`src/diffserv_pkg.sv`:
```
package diffserv_pkg;

    // =====================================================================
    // Register map
    // =====================================================================
    localparam logic [15:0] MAP_LOW_OFFSET   = 16'h8300;
    localparam logic [15:0] MAP_HIGH_OFFSET  = 16'h8304;
    localparam logic [31:0] MAP_LOW_RESET    = 32'h0000_0000;
    localparam logic [31:0] MAP_HIGH_RESET   = 32'h0000_0000;
    localparam logic [31:0] UNMAPPED_READ    = 32'h0000_0000;

    // =====================================================================
    // Field layout
    // =====================================================================
    localparam int unsigned TOS_CODE_MSB     = 7;
    localparam int unsigned TOS_CODE_LSB     = 2;
    localparam int unsigned CODE_WIDTH       = 6;
    localparam int unsigned CODE_COUNT       = 64;
    localparam logic [5:0]  HIGH_BANK_BASE   = 6'h20;

    typedef struct packed {
        logic       valid;
        logic       is_ipv4;
        logic       is_ipv6;
        logic [7:0] tos;
    } frame_info_type;

    typedef struct packed {
        logic       valid;
        logic       high_priority;
        logic [5:0] code;
    } prio_result_type;

endpackage

```
`src/diffserv_priority_lookup.sv`:
```
// Notes on behaviour
// - The six upper traffic-class bits are decoded one-hot into 64 codes and select one table bit.
// - A selected table bit of one marks the frame high priority, zero marks it low.
// - In the lower map register bit n gives the priority of code n, for codes 0x00 to 0x1F.
// - IPv4 and IPv6 frames use the same table, taking the traffic-class field of the header present.
// - The lower map register sits at 0x8300, is 32 bits read-write and resets to zero.
// - The upper map register at 0x8304 holds codes 0x20 to 0x3F, bit n for code 0x20 plus n, reset zero.
module diffserv_priority_lookup (
    input  wire logic                           clk,
    input  wire logic                           sys_rst,
    input  wire logic                           clk_en,
    input  wire logic [15:0]                    wb_adr_i,
    input  wire logic [31:0]                    wb_dat_i,
    input  wire logic [3:0]                     wb_sel_i,
    input  wire logic                           wb_we_i,
    input  wire logic                           wb_cyc_i,
    input  wire logic                           wb_stb_i,
    output logic      [31:0]                    wb_dat_o,
    output logic                                wb_ack_o,
    input  wire diffserv_pkg::frame_info_type   frame_in,
    output diffserv_pkg::prio_result_type       result_out
);

    // =====================================================================
    // Register bus
    // =====================================================================
    logic [31:0]                    map_low_r;
    logic [31:0]                    map_high_r;
    logic [31:0]                    map_low_nxt;
    logic [31:0]                    map_high_nxt;
    logic [31:0]                    rd_data_nxt;
    logic [31:0]                    byte_mask;
    logic                           bus_req;
    logic                           wr_take;
    logic                           hit_low;
    logic                           hit_high;

    assign bus_req   = wb_cyc_i && wb_stb_i && !wb_ack_o;
    assign wr_take   = bus_req && wb_we_i;
    assign hit_low   = (wb_adr_i == diffserv_pkg::MAP_LOW_OFFSET);
    assign hit_high  = (wb_adr_i == diffserv_pkg::MAP_HIGH_OFFSET);
    assign byte_mask = {{8{wb_sel_i[3]}}, {8{wb_sel_i[2]}}, {8{wb_sel_i[1]}}, {8{wb_sel_i[0]}}};

    assign map_low_nxt  = (wr_take && hit_low)
                        ? ((map_low_r & ~byte_mask) | (wb_dat_i & byte_mask))
                        : map_low_r;
    assign map_high_nxt = (wr_take && hit_high)
                        ? ((map_high_r & ~byte_mask) | (wb_dat_i & byte_mask))
                        : map_high_r;

    always_comb begin
        if (hit_low) begin
            rd_data_nxt = map_low_r;
        end else if (hit_high) begin
            rd_data_nxt = map_high_r;
        end else begin
            rd_data_nxt = diffserv_pkg::UNMAPPED_READ;
        end
    end

    always_ff @(posedge clk) begin
        if (sys_rst) begin
            map_low_r  <= diffserv_pkg::MAP_LOW_RESET;
            map_high_r <= diffserv_pkg::MAP_HIGH_RESET;
            wb_ack_o   <= 1'b0;
            wb_dat_o   <= diffserv_pkg::UNMAPPED_READ;
        end else if (clk_en) begin
            map_low_r  <= map_low_nxt;
            map_high_r <= map_high_nxt;
            wb_ack_o   <= bus_req;
            wb_dat_o   <= bus_req ? rd_data_nxt : diffserv_pkg::UNMAPPED_READ;
        end
    end

    // =====================================================================
    // Priority lookup
    // =====================================================================
    logic [5:0]                     code;
    logic [63:0]                    code_onehot;
    logic [63:0]                    table_bits;
    logic                           is_ip;
    logic                           prio_sel;
    diffserv_pkg::prio_result_type  result_nxt;

    // Both header kinds carry the traffic class in the same byte position.
    assign code        = frame_in.tos[diffserv_pkg::TOS_CODE_MSB:diffserv_pkg::TOS_CODE_LSB];
    assign is_ip       = frame_in.is_ipv4 || frame_in.is_ipv6;
    // Each code line compares the six selected bits with its own index, so exactly one is high.
    for (genvar i = 0; i < diffserv_pkg::CODE_COUNT; i++) begin : g_decode
        assign code_onehot[i] = (code == 6'(i));
    end
    assign table_bits  = {map_high_r, map_low_r};
    assign prio_sel    = |(code_onehot & table_bits);

    assign result_nxt.valid         = frame_in.valid && is_ip;
    assign result_nxt.high_priority = result_nxt.valid && prio_sel;
    assign result_nxt.code          = code;

    always_ff @(posedge clk) begin
        if (sys_rst) begin
            result_out <= '0;
        end else if (clk_en) begin
            result_out <= result_nxt;
        end
    end
endmodule

```
`config.mk`:
```
export PLATFORM = sky130hd
export DESIGN_NAME = diffserv_priority_lookup
export DESIGN_NICKNAME = d
export VERILOG_FILES = /design/src/diffserv_pkg.sv /design/src/diffserv_priority_lookup.sv
export SDC_FILE = /design/constraint.sdc
export NUM_CORES = 1
export LEC_CHECK = 0
export BUFFER_PORTS_ARGS = -buffer_cell sky130_fd_sc_hd__clkbuf_2
export CAP_MARGIN = 20
export CORE_MARGIN = 3
export CORE_UTILIZATION = 50
export CTS_BUF_LIST = sky130_fd_sc_hd__clkbuf_8
export CTS_CLUSTER_SIZE = 10
export DETAILED_ROUTE_END_ITERATION = 12
export GPL_ROUTABILITY_DRIVEN = 1
export GPL_TIMING_DRIVEN = 1
export PLACE_DENSITY = 0.78
export SLEW_MARGIN = 25
export SYNTH_ARGS = -nofsm -noshare
export SYNTH_HDL_FRONTEND = slang
export SYNTH_SLANG_ARGS = --single-unit
```
`constraint.sdc`:
```
create_clock -name clk -period 1.73 [get_ports clk]
set_clock_uncertainty 0.05 [all_clocks]
set_input_delay 0.2595 -clock clk [delete_from_list [all_inputs] [get_ports clk]]
set_output_delay 0.2595 -clock clk [all_outputs]
set_load 0.02 [all_outputs]
```
==> impl_metrics.env <==
export IMPL_status="finished clean"
export IMPL_timing_critical_path_slowest_cell_delay_ps=370
export IMPL_die_w_um=104
export IMPL_netlist_instances=497
export IMPL_cts_clk_slew_worst_paths_ps=110
export IMPL_critical_path_top_delay_family="compound AO/OA/AOI/OAI gates"
export IMPL_design_portCount=110
export IMPL_cts_root_buffer="sky130_fd_sc_hd__clkbuf_8"
export IMPL_p_sw_uw=1100
export IMPL_power_ir_vdd_worst_mv=0.429
export IMPL_placement_rows=35
export IMPL_critical_path_at_ps=1850
export IMPL_worstRegToRegCells=5
export IMPL_first_pass_iters=5
export IMPL_drt_wl_total_um=12800
export IMPL_vias_in_the_first_global_route=4188
export IMPL_setup_reg_to_reg_worst_slack_ps=60
export IMPL_setup_crit_end_kind="flop"
export IMPL_regToRegEndpoint="result_out[6]"
export IMPL_cp_num_buf_inv=0
export IMPL_synth_seq_area_share_pct=43.8
export IMPL_internal_power_uw=3140
export IMPL_grt_antenna_before_repair=0
export IMPL_share_comb_of_total_power_pct=9.4
export IMPL_crit_path_cell_trace="mux2_4, a221oi_2, a31oi_1, o41ai_2, o32ai_2"
export IMPL_core_area_mm2=0.00928
export IMPL_critical_path_max_fanout=3
export IMPL_dp_worst_setup_slack_ps=-210
export IMPL_syn_area_cell_um2=9.66
export IMPL_wire_per_inst_um=16.7
export IMPL_overall_die_area_mm2=0.0108
export IMPL_clk_latency_ps=370
export IMPL_final_design_area_no_fill_mm2=0.00599
export IMPL_initial_core_util_pct=51.7
export IMPL_postLayoutSetupSlackWorst_ps=62.8
export IMPL_register_bit_count_reported_by_yosys=105
export IMPL_crit_cells=5
export IMPL_ys_warn_count=0
export IMPL_largest_net_degree_at_the_start_of_global_routing=38
export IMPL_ys_types=52
export IMPL_synth_ff_type="sky130_fd_sc_hd__dfxtp_1"
export IMPL_finish_net_count=702
export IMPL_worst_slew_pin_transition_ps=540
export IMPL_powerDensity_mw_per_mm2=708
export IMPL_ctsLongestPathBuffers=2
export IMPL_antenna_diodes=0
export IMPL_final_max_slew_viol_count=0
export IMPL_slowest_stage_cell_crit_path="sky130_fd_sc_hd__o41ai_2"
export IMPL_gp_congestion=0.952
export IMPL_power_total_uw=4240
export IMPL_finalCritPeriodShare_pct=96.4
export IMPL_terminating_pin_of_the_worst_hold_path="wb_ack_o"
export IMPL_worst_setup_path_start_kind="flop"
export IMPL_async_flop_share_pct=0
export IMPL_htree_num_levels=3
export IMPL_finalWorstPathRequiredPeriod_ps=1670
export IMPL_post_dp_cell_area_mm2=0.00578
export IMPL_antenna_left=0
export IMPL_finalSetupTns_ps=0
export IMPL_detailedPlacementHpwl_um=9850
export IMPL_post_route_cells_drive_above_1_share_pct=30.4
export IMPL_worst_hold_startpoint="sys_rst"
export IMPL_p_sw_share_pct=25.9
export IMPL_clock_tree_from_tritoncts="yes"
export IMPL_ctsHoldBuffers=0
export IMPL_drtIter0Drc=223
export IMPL_lkg_pwr_uw=0.00282
export IMPL_drc=0
export IMPL_net_count_of_the_mapped_netlist=566
export IMPL_final_hold_viol_count=0
export IMPL_numPortBuffers=107
export IMPL_drt_via_density=5.46
export IMPL_sequentialPowerShare_pct=57.4
export IMPL_grt_remaining_overflow=0
export IMPL_grt_pass1_wl_um=20700
export IMPL_cts_num_sinks=105
export IMPL_gr_usage_all_layers_pct=23.3
export IMPL_max_clock_freq_ghz=0.600
export IMPL_timing_final_setup_violations=0
export IMPL_hp_class="primary input to flop"
export IMPL_timing_max_slew_rel_slack_pct=63.9
export IMPL_max_cap_violations=0
export IMPL_die_height_um=104
export IMPL_holdPathStages=2
export IMPL_finalCoreUtilization_pct=64.5
export IMPL_cts_inserted_buffers=9
export IMPL_netlist_area_mm2=0.00480
export IMPL_flow_area_growth_from_synthesis_pct=24.8
export IMPL_power_frac_clock_pct=33.3
export IMPL_synth_enable_flop_cells=0
export IMPL_cp_required_ps=1910
export IMPL_route_vias_total=4186
export IMPL_setup_crit_path_kind="flop to flop"
[through the flow]
stage | hold slack [ps] | instances
detailed placement | 395 | 748
CTS | 49.7 | 764
global placement | 384 | 748
finish | 55.1 | 767
global route | 65.0 | 767
floorplan | 353 | 497
[placed cells by master (no fill, tap or decap), drive strengths merged, types with 6 or more instances in the layout]
cell type and count:
a21oi 7, and3 6, buf 53, clkbuf 116, dfxtp 105, inv 6
mux2 8, mux2i 111, nand2 37, nand4 7, nor2 76, nor2b 9
o21ai 35
[per-layer routing]
metal  GRT usage, %  vias to the layer above  wire length, µm
met1           30.0                     2004             5560
met5              0                        -                0
met4           7.69                        0              247
met2           40.2                      124             6340
met3           3.48                       21              632
li1               -                     2037                -
[worst max-delay path by stage]
stage                  from       endpoint  slack [ps]
4_1_cts            wb_ack_o           flop          30
3_3_place_gp    wb_adr_i[5]           flop        -110
2_1_floorplan      wb_ack_o           flop          60
3_5_place_dp   wb_adr_i[11]           flop        -210
6_report               flop  result_out[6]          60
5_1_grt            wb_ack_o           flop        -0.1
[logic make-up after synthesis]
logic type	after synthesis	synth area share (%)
and+or+nand+nor	165	17.1
AOI/OAI and AO/OA	70	9.72
DFF	105	43.8
muxes	119	25.1
buffers and inverters	38	4.30
[power groups by stage]
stage	Sequential [µW]	Combinational, µW	Clock (µW)
3_5_place_dp	2490	389	0
4_1_cts	2430	391	1430
5_1_grt	2440	425	1510
3_3_place_gp	2490	381	0
6_report	2430	397	1410
2_1_floorplan	2500	179	0
[repair_timing]
item,4_1_cts,5_1_grt
pin swaps,0,3
endpoints found under the hold margin,0,0
setup endpoints to repair,32,28
setup buffers,0,3
resized for setup,1,2
gates cloned,0,0
[synthesized netlist by cell type, types with 4 or more instances]
library cell | instances | area share, %
sky130_fd_sc_hd__dfxtp_1 | 105 | 44
sky130_fd_sc_hd__nand3b_1 | 4 | 0.63
sky130_fd_sc_hd__and4b_1 | 4 | 0.83
sky130_fd_sc_hd__buf_6 | 5 | 1.2
sky130_fd_sc_hd__buf_2 | 12 | 1.3
sky130_fd_sc_hd__mux2_2 | 7 | 1.6
sky130_fd_sc_hd__a21oi_1 | 7 | 0.73
sky130_fd_sc_hd__o21ai_0 | 35 | 3.6
sky130_fd_sc_hd__nand4_2 | 4 | 1.0
sky130_fd_sc_hd__mux2i_1 | 111 | 23
sky130_fd_sc_hd__clkbuf_1 | 15 | 1.2
sky130_fd_sc_hd__nor3_1 | 4 | 0.42
sky130_fd_sc_hd__nor2b_1 | 9 | 1.2
sky130_fd_sc_hd__nor2_1 | 76 | 5.9
sky130_fd_sc_hd__a31oi_1 | 4 | 0.52
sky130_fd_sc_hd__and3_1 | 6 | 0.78
sky130_fd_sc_hd__nand2_1 | 37 | 2.9
[area by class of cell]
type	count	area [µm²]
fillers	799	3290
clock buffers	9	124
multi-input cells	354	2500
inverters	3	11.3
repair buffers	160	1030
well taps	129	161
clock inverters	7	55.1
flip-flops and latches	105	2100
[worst register-to-register path, stage by stage, from the launching register on]
cell                       delay (ps)
sky130_fd_sc_hd__dfxtp_1          350
sky130_fd_sc_hd__mux2_4           280
sky130_fd_sc_hd__a221oi_2         280
sky130_fd_sc_hd__a31oi_1           80
sky130_fd_sc_hd__o41ai_2          370
sky130_fd_sc_hd__o32ai_2          130
(Power assumes the default switching activity.)
